### src/hdl/pecr_pkg.sv
// Purpose: Constants and types for the port extended configuration register bank
// Assumes: 32-bit plain register port, byte offsets, core clock 20 MHz
package pecr_pkg;
    localparam logic [11:0] PECR_OFS_CAP = 12'h264;
    localparam logic [11:0] PECR_OFS_CTL = 12'h268;
    localparam logic [11:0] PECR_OFS_WAIT = 12'h300;
    localparam logic [11:0] PECR_OFS_DLY = 12'h304;
    localparam logic [11:0] PECR_OFS_SPA = 12'h308;
    localparam logic [11:0] PECR_OFS_SPB = 12'h30C;
    localparam logic [11:0] PECR_OFS_SPC = 12'h310;
    localparam logic [11:0] PECR_OFS_TALLY = 12'h318;
    localparam logic [11:0] PECR_OFS_IRQ_STS = 12'h3F0;
    localparam logic [11:0] PECR_OFS_IRQ_MSK = 12'h3F4;

    localparam logic [19:0] PECR_WAIT_RST = 20'h00FFF;
    localparam logic [15:0] PECR_DLY_RST = 16'h01FF;
    localparam logic [31:0] PECR_SPC_RST = 32'h000FFFFF;
    localparam logic [7:0] PECR_CLK_GRAN_RST = 8'h00;
    localparam logic [2:0] PECR_CAP_ROLES = 3'h7;

    // Timing: units as printed, cycle figures derived from the 50 ns clock
    localparam int PECR_CLK_NS = 50;
    localparam int PECR_WAIT_UNIT_NS = 10;
    localparam int PECR_DLY_UNIT_NS = 4;

    // Field positions
    localparam int PECR_CTL_EN_BIT = 0;
    localparam int PECR_CTL_ROOT_BIT = 1;
    localparam int PECR_TALLY_CLR_BIT = 30;
    localparam int PECR_TALLY_EN_BIT = 31;

    // Interrupt status bits
    localparam int PECR_IRQ_CPL = 0;
    localparam int PECR_IRQ_NP = 1;
    localparam int PECR_IRQ_POST = 2;
    localparam int PECR_IRQ_TIMEOUT = 3;
    localparam int PECR_IRQ_W = 4;

    typedef enum logic [4:0] {
        PECR_SRC_TRAIN = 5'h00,
        PECR_SRC_UNCORR = 5'h01,
        PECR_SRC_ACS = 5'h03,
        PECR_SRC_RPL_ROLL = 5'h04,
        PECR_SRC_RPL_TMO = 5'h05,
        PECR_SRC_CPL_CRED = 5'h07,
        PECR_SRC_NP_CRED = 5'h08,
        PECR_SRC_POST_CRED = 5'h09,
        PECR_SRC_RX_NACK_A = 5'h0A,
        PECR_SRC_RX_NACK_B = 5'h0B,
        PECR_SRC_RX_RECOV = 5'h0C,
        PECR_SRC_TX_RECOV = 5'h0D
    } pecr_src_t;

    typedef struct packed {
        logic training;
        logic uncorrectable_status;
        logic acs;
        logic replay_rollover;
        logic replay_timeout;
        logic cpl_credit;
        logic np_credit;
        logic post_credit;
        logic rx_nack;
        logic rx_recovery;
        logic tx_recovery;
    } pecr_err_t;

    typedef enum logic [1:0] {
        PECR_ST_L1 = 2'b00,
        PECR_ST_WAIT = 2'b01,
        PECR_ST_L11 = 2'b11
    } pecr_state_t;
endpackage : pecr_pkg

### src/hdl/pecr_regs.sv
// Purpose: Port extended configuration registers with L1.1 clock request handshake and error tally
// Assumes: Single 20 MHz clock, synchronous active-high reset, clock request pin open drain
// Notes: Delay counters round to whole cycles; link state machine drives the L1/entry requests
//
// The strobed register port was left to the implementer.
`timescale 1ns/1ns
`default_nettype none
module pecr_regs
    import pecr_pkg::*;
(
    // Clock and reset
    input wire logic sys_clk,
    input wire logic reset,
    // Register port
    input wire logic [11:0] reg_addr,
    input wire logic [31:0] reg_wdata,
    input wire logic reg_wr,
    input wire logic reg_rd,
    output logic [31:0] reg_rdata,
    // Link state machine view
    input wire logic link_in_l1,
    input wire logic aspm_mode,
    output logic substate_active,
    output logic ptm_enabled,
    output logic ptm_root,
    // Shared clock request line, active low
    input wire logic clkreq_n_in,
    output logic clkreq_n_out,
    output logic clkreq_n_oe,
    // Error events, one-cycle pulses
    input wire pecr_err_t err_events,
    // Interrupt
    output logic irq
);
    logic [7:0] gran_q;
    logic ctl_en_q;
    logic ctl_root_q;
    logic [7:0] eff_gran_q;
    logic [19:0] wait_q;
    logic [15:0] pm_dly_q;
    logic [15:0] aspm_dly_q;
    logic [31:0] spa_q;
    logic [31:0] spb_q;
    logic [31:0] spc_q;
    logic [15:0] tally_q;
    logic [2:0] cred_q;
    logic [4:0] src_q;
    logic tally_en_q;
    logic [PECR_IRQ_W-1:0] irq_sts_q;
    logic [PECR_IRQ_W-1:0] irq_msk_q;
    logic [31:0] rdata_q;
    logic clkreq_s1_q;
    logic clkreq_s2_q;
    pecr_state_t state_q;
    logic [27:0] timer_q;
    logic timeout_evt;
    logic hit;

    function automatic logic wr_at(input logic [11:0] ofs);
        wr_at = reg_wr && (reg_addr == ofs);
    endfunction : wr_at

    // Capability granularity is read-only; held for a future strap load
    always_ff @(posedge sys_clk) begin
        if (reset) begin
            gran_q <= PECR_CLK_GRAN_RST;
        end
    end

    always_ff @(posedge sys_clk) begin
        if (reset) begin
            ctl_en_q <= 1'b0;
            ctl_root_q <= 1'b0;
            eff_gran_q <= 8'h00;
        end else if (wr_at(PECR_OFS_CTL)) begin
            ctl_en_q <= reg_wdata[PECR_CTL_EN_BIT];
            ctl_root_q <= reg_wdata[PECR_CTL_ROOT_BIT];
            eff_gran_q <= reg_wdata[15:8];
        end
    end

    assign ptm_enabled = ctl_en_q;
    assign ptm_root = ctl_en_q && ctl_root_q;

    always_ff @(posedge sys_clk) begin
        if (reset) begin
            wait_q <= PECR_WAIT_RST;
            pm_dly_q <= PECR_DLY_RST;
            aspm_dly_q <= PECR_DLY_RST;
            spa_q <= 32'h00000000;
            spb_q <= 32'h00000000;
            spc_q <= PECR_SPC_RST;
        end else begin
            if (wr_at(PECR_OFS_WAIT)) begin
                wait_q <= reg_wdata[19:0];
            end
            if (wr_at(PECR_OFS_DLY)) begin
                pm_dly_q <= reg_wdata[15:0];
                aspm_dly_q <= reg_wdata[31:16];
            end
            if (wr_at(PECR_OFS_SPA)) begin
                spa_q <= reg_wdata;
            end
            if (wr_at(PECR_OFS_SPB)) begin
                spb_q <= reg_wdata;
            end
            if (wr_at(PECR_OFS_SPC)) begin
                spc_q <= reg_wdata;
            end
        end
    end

    // Pin synchroniser; only the second stage is read
    always_ff @(posedge sys_clk) begin
        if (reset) begin
            clkreq_s1_q <= 1'b1;
            clkreq_s2_q <= 1'b1;
        end else begin
            clkreq_s1_q <= clkreq_n_in;
            clkreq_s2_q <= clkreq_s1_q;
        end
    end

    // Delay counts in cycles: longest-time rounding down, at least one cycle
    function automatic logic [27:0] to_cycles(input logic [19:0] cnt, input int unit_ns);
        logic [27:0] c;
        c = 28'((32'(cnt) * 32'(unit_ns)) / 32'(PECR_CLK_NS));
        to_cycles = (c == 28'h0) ? 28'h1 : c;
    endfunction : to_cycles

    logic [27:0] entry_cycles;
    logic [27:0] wait_cycles;
    assign entry_cycles = aspm_mode ? to_cycles({4'h0, aspm_dly_q}, PECR_DLY_UNIT_NS)
                                    : to_cycles({4'h0, pm_dly_q}, PECR_DLY_UNIT_NS);
    assign wait_cycles = to_cycles(wait_q, PECR_WAIT_UNIT_NS);

    // L1 dwell, release handshake, then L1.1; a stuck line sends us back to L1
    always_ff @(posedge sys_clk) begin
        if (reset) begin
            state_q <= PECR_ST_L1;
            timer_q <= 28'h0;
        end else if (!link_in_l1) begin
            state_q <= PECR_ST_L1;
            timer_q <= 28'h0;
        end else begin
            case (state_q)
                PECR_ST_L1: begin
                    if (timer_q + 28'h1 >= entry_cycles) begin
                        state_q <= PECR_ST_WAIT;
                        timer_q <= 28'h0;
                    end else begin
                        timer_q <= timer_q + 28'h1;
                    end
                end
                PECR_ST_WAIT: begin
                    if (clkreq_s2_q) begin
                        state_q <= PECR_ST_L11;
                        timer_q <= 28'h0;
                    end else if (timer_q + 28'h1 >= wait_cycles) begin
                        state_q <= PECR_ST_L1;
                        timer_q <= 28'h0;
                    end else begin
                        timer_q <= timer_q + 28'h1;
                    end
                end
                PECR_ST_L11: begin
                    timer_q <= 28'h0;
                end
                default: begin
                    state_q <= PECR_ST_L1;
                    timer_q <= 28'h0;
                end
            endcase
        end
    end

    assign timeout_evt = link_in_l1 && (state_q == PECR_ST_WAIT) && !clkreq_s2_q
                         && (timer_q + 28'h1 >= wait_cycles);
    assign substate_active = (state_q == PECR_ST_L11);
    // Drive low (asserted) except once L1.1 entry has started
    assign clkreq_n_out = 1'b0;
    assign clkreq_n_oe = (state_q == PECR_ST_L1);

    // Error source decode
    logic src_hit;
    always_comb begin
        src_hit = 1'b0;
        case (src_q)
            PECR_SRC_TRAIN: src_hit = err_events.training;
            PECR_SRC_UNCORR: src_hit = err_events.uncorrectable_status;
            PECR_SRC_ACS: src_hit = err_events.acs;
            PECR_SRC_RPL_ROLL: src_hit = err_events.replay_rollover;
            PECR_SRC_RPL_TMO: src_hit = err_events.replay_timeout;
            PECR_SRC_CPL_CRED: src_hit = err_events.cpl_credit;
            PECR_SRC_NP_CRED: src_hit = err_events.np_credit;
            PECR_SRC_POST_CRED: src_hit = err_events.post_credit;
            PECR_SRC_RX_NACK_A: src_hit = err_events.rx_nack;
            PECR_SRC_RX_NACK_B: src_hit = err_events.rx_nack;
            PECR_SRC_RX_RECOV: src_hit = err_events.rx_recovery;
            PECR_SRC_TX_RECOV: src_hit = err_events.tx_recovery;
            default: src_hit = 1'b0;
        endcase
    end

    logic tally_wr;
    assign tally_wr = wr_at(PECR_OFS_TALLY);

    always_ff @(posedge sys_clk) begin
        if (reset) begin
            src_q <= 5'h00;
            tally_en_q <= 1'b0;
        end else if (tally_wr) begin
            src_q <= reg_wdata[28:24];
            tally_en_q <= reg_wdata[PECR_TALLY_EN_BIT];
        end
    end

    // Clear wins over a coincident count; it is a command, not an event flag
    always_ff @(posedge sys_clk) begin
        if (reset) begin
            tally_q <= 16'h0000;
        end else if (tally_wr && reg_wdata[PECR_TALLY_CLR_BIT]) begin
            tally_q <= 16'h0000;
        end else if (tally_en_q && src_hit && tally_q != 16'hFFFF) begin
            tally_q <= tally_q + 16'h0001;
        end
    end

    // Sticky credit flags: set beats write-one clear
    logic [2:0] cred_set;
    assign cred_set = {err_events.post_credit, err_events.np_credit, err_events.cpl_credit};
    always_ff @(posedge sys_clk) begin
        if (reset) begin
            cred_q <= 3'h0;
        end else begin
            cred_q <= (cred_q & ~(tally_wr ? reg_wdata[18:16] : 3'h0)) | cred_set;
        end
    end

    logic [PECR_IRQ_W-1:0] irq_set;
    assign irq_set = {timeout_evt, cred_set};
    always_ff @(posedge sys_clk) begin
        if (reset) begin
            irq_sts_q <= '0;
            irq_msk_q <= '0;
        end else begin
            irq_sts_q <= (irq_sts_q & ~(wr_at(PECR_OFS_IRQ_STS) ? reg_wdata[PECR_IRQ_W-1:0] : '0)) | irq_set;
            if (wr_at(PECR_OFS_IRQ_MSK)) begin
                irq_msk_q <= reg_wdata[PECR_IRQ_W-1:0];
            end
        end
    end
    // A set mask bit hides its status bit from the interrupt line
    assign irq = |(irq_sts_q & ~irq_msk_q);

    // Read mux; unmapped offsets read zero
    logic [31:0] rd_mux;
    always_comb begin
        rd_mux = 32'h00000000;
        hit = 1'b1;
        case (reg_addr)
            PECR_OFS_CAP: rd_mux = {16'h0000, gran_q, 5'h00, PECR_CAP_ROLES};
            PECR_OFS_CTL: rd_mux = {16'h0000, eff_gran_q, 6'h00, ctl_root_q, ctl_en_q};
            PECR_OFS_WAIT: rd_mux = {12'h000, wait_q};
            PECR_OFS_DLY: rd_mux = {aspm_dly_q, pm_dly_q};
            PECR_OFS_SPA: rd_mux = spa_q;
            PECR_OFS_SPB: rd_mux = spb_q;
            PECR_OFS_SPC: rd_mux = spc_q;
            PECR_OFS_TALLY: rd_mux = {tally_en_q, 1'b1, 1'b0, src_q, 5'h00, cred_q, tally_q};
            PECR_OFS_IRQ_STS: rd_mux = {{(32-PECR_IRQ_W){1'b0}}, irq_sts_q};
            PECR_OFS_IRQ_MSK: rd_mux = {{(32-PECR_IRQ_W){1'b0}}, irq_msk_q};
            default: hit = 1'b0;
        endcase
    end

    always_ff @(posedge sys_clk) begin
        if (reset) begin
            rdata_q <= 32'h00000000;
        end else begin
            rdata_q <= (reg_rd && hit) ? rd_mux : 32'h00000000;
        end
    end
    assign reg_rdata = rdata_q;
endmodule : pecr_regs
`default_nettype wire

### config.mk
export PLATFORM = sky130hd
export DESIGN_NAME = pecr_regs
export DESIGN_NICKNAME = d
export VERILOG_FILES = /design/src/hdl/pecr_pkg.sv /design/src/hdl/pecr_regs.sv
export SDC_FILE = /design/constraint.sdc
export NUM_CORES = 1
export LEC_CHECK = 0
export ABC_AREA = 1
export BUFFER_PORTS_ARGS = -buffer_cell sky130_fd_sc_hd__buf_2
export CAP_MARGIN = 20
export CORE_AREA = 2 2 179 313
export CTS_BUF_LIST = sky130_fd_sc_hd__clkbuf_8
export CTS_CLUSTER_SIZE = 12
export DETAILED_ROUTE_END_ITERATION = 10
export DIE_AREA = 0 0 181 315
export HOLD_SLACK_MARGIN = 0.1
export SLEW_MARGIN = 5
export SYNTH_ARGS = -nofsm -noshare
export SYNTH_HDL_FRONTEND = slang
export SYNTH_SLANG_ARGS = --single-unit
### constraint.sdc
create_clock -name sys_clk -period 18.01 [get_ports sys_clk]
set_clock_uncertainty 0.2 [all_clocks]
set_input_delay 0.9005 -clock sys_clk [delete_from_list [all_inputs] [get_ports sys_clk]]
set_output_delay 0.9005 -clock sys_clk [all_outputs]
set_load 0.005 [all_outputs]
==> results.md <==
* Status: completed
* Min Tclk post-route at 13.48 ns
* Hold depth at 1
* Post-synth EDFFs at 0
* Slowest cell on the critical path: fa_1
* Port bufs at 98
* Peak supply drop at 65.0 µV
* Pre-Repair DR Iteration Count at 7
* Worst Path Arrival at ~14 ns
* Reg2reg setup slack at approximately 4.5 ns
* Count leader, synth: nand2_1
* Wire per inst at 16.1 µm
* Hold_buf cts at 0
* CTS sink count at 255
* Layout cell share with drive strength beyond 1 at 0.149
* Crit Path Max Fanout at 19
* GRT met1 Usage at 0.201
* Post-CTS Setup Bufs at 0
* Via density at just over 5
* Clock buffer count from CTS at 42
* Number of antenna violations at the first check in global routing at 4
* Kind of critical path: reg -> reg
* TNS Setup at 0 ns
* Part of the cycle the worst path needs at 0.748
* Slew headroom at 0.316
* RSZ-0062 raised after global routing: false
* Min-delay src: clkreq_s1_q
* Routed WL at 58600 µm
* Global route overflow at 0
* Synth warn at 0
* Total global-route track usage at 0.202
* Die area at 57000 µm²
* Post-Syn Area at ~18000 µm²
* Longest Clk Path Bufs at 3
* P_leak at 9.69 nW
* GPL Wtd Cong at 0.943
* Standard-cell rows at 114
* PwrDens at 80.4 nW/µm²
* Via Count at about 19000
* Endpoint class of the critical path: flip-flop
* WP data required at 18.33 ns
* Met3 usage at 0.0198
* Synth Register Bits at 255
* Avg Inst Size Synth at 6.50 µm²
* Top_reg_cell synth: dfxtp_1
* CP dominant cell by count: nand2_2
* P&R area growth vs syn at 12.1%
* TritonCTS clock tree: done
* Antenna Nets Post-Route at 0
* Post-synth top cells: nand2_1 (619), inv_1 (423), dfxtp_1 (255), a21oi_1 (201), nor2_1 (201)
* Post-synth top area share at 0.278
* Starting density of the core at 0.335
* R2R cell count at roughly 110
* Cells after Synth at approximately 2800
* Hold WS at 0.223 ns
* Width of the die at between 150 and 200 µm
* R2r startpoint: wait_q[1]
* CP Launch Type: flip-flop
* Root buffer cell: clkbuf_8
* I/O pins at 100
* First-pass GRT wire length at roughly 92000 µm
* Final #Nets at 3054
* Max-slew violations at 0
* DPL Wire Length at 45500 µm
* Final-report hold violation count at 0
* Cell taking the most area after synthesis: dfxtp_1
* Actual slew at the worst max-slew pin at between 1 and 1.5 ns
* H-Tree Level Count at 2
* Largest net degree at the start of global routing at 96
* CP max stage delay at 0.48 ns
* GR Util met2 at 0.399
* Clock slew at reported path FFs at 0.08 ns
* Final setup viols at 0
* Seq/Total Area, Yosys at 0.278
* Core footprint at 54800 µm²
* Top delay family on crit path: simple AND/OR/NAND/NOR gates
* Asr flop ratio synth at 0
* Capturing point of the worst reg2reg path: timer_q[10]
* PostCTS Resize Cnt at 0
* GRT Max-Usage Layer: met2
* Synth cell types at 64
* Die H at about 320 µm
* Worst-skew pair later-pin latency at 0.61 ns
* Synth top area cells: dfxtp_1 (28%), nand2_1 (13%), inv_1 (8.7%), a21oi_1 (5.5%), ha_1 (5.1%)
* DRC at 0
* Vias in the first global route at 18100
* Crit path buf inv count at 7
* Min-delay worst type: reg -> reg
* Max frequency at 74.2 MHz
* Max-cap violations at 0
* Initial DRC count at around 1100
* Tot Pwr at 1.65 mW
* Worst hold endpoint: clkreq_s2_q
## registers in the layout, summed over array words and instances (netlist names)
name and count:
irq_sts_q 4, reg_rdata 32, ctl_root_q 1, wait_q 20, timer_q 28, pm_dly_q 16
tally_en_q 1, tally_q 16, ptm_enabled 1, spc_q 32, spa_q 32, irq_msk_q 4
cred_q 3, state_q 2, src_q 5, clkreq_s2_q 1, clkreq_s1_q 1, aspm_dly_q 16
eff_gran_q 8, spb_q 32
## where the power goes
part	internal, mW	switching (mW)	leakage, nW
sequential	0.566	0.00170	2.06
clock	0.330	0.265	0.533
combinational	0.171	0.317	7.10
## metal layers
metal,vias up,part of all wire
li1,9448,-
met1,8489,0.37
met3,166,0.031
met2,403,0.53
met4,2,0.062
met5,-,0.00022
## stage by stage
stage	utilization	cell area [µm²]	std cells	setup WS, ns
detailed placement	0.358	19600	3569	4.56
floorplan	-	18400	2829	6.62
CTS	0.375	20500	3646	4.50
finish	0.375	20500	3648	4.53
global route	0.375	20500	3647	2.81
global placement	0.358	19600	3569	4.66
## how the worst max path moves through the flow
stage                    from           to  slack, ns  depth (start not counted)
CTS                 wait_q[1]  timer_q[10]       4.50                        114
global route        wait_q[1]   timer_q[2]       2.81                        110
global placement    wait_q[1]   timer_q[3]       4.66                        114
finish              wait_q[1]  timer_q[10]       4.53                        114
detailed placement  wait_q[1]  timer_q[10]       4.56                        114
floorplan           wait_q[1]  timer_q[11]       6.62                        115
## kinds of logic after synthesis
logic type      synth area share
simple gates               0.336
fa+ha+maj                 0.0516
flops                      0.278
compound gates             0.193
buf+inv                    0.115
mux                     0.000546
xor+xnor                  0.0258
other cells             0.000205
## cell usage in the layout, fill, tap and decap left out, types with 25 or more instances in the layout
cell type	n
a21oi_1	201
nand2_4	40
nand2_1	618
a221oi_1	25
o22ai_1	46
xor2_1	41
ha_1	74
o211ai_1	48
nor2_1	200
clkbuf_8	51
inv_1	436
nand3_1	141
dfxtp_1	255
buf_2	98
nand4_1	41
nor3_1	42
o21ai_0	184
inv_2	53
nand2_2	91
## area by class of cell
class	count	area, µm²
diodes	2	5.00
clock buffers	51	702
clock inverters	26	250
fillers	6081	34200
inverters	487	1850
multi-input cells	2018	11200
flip-flops and latches	255	5100
well taps	696	871
repair buffers	113	603
No activity file was read; power rests on OpenSTA's default activity.
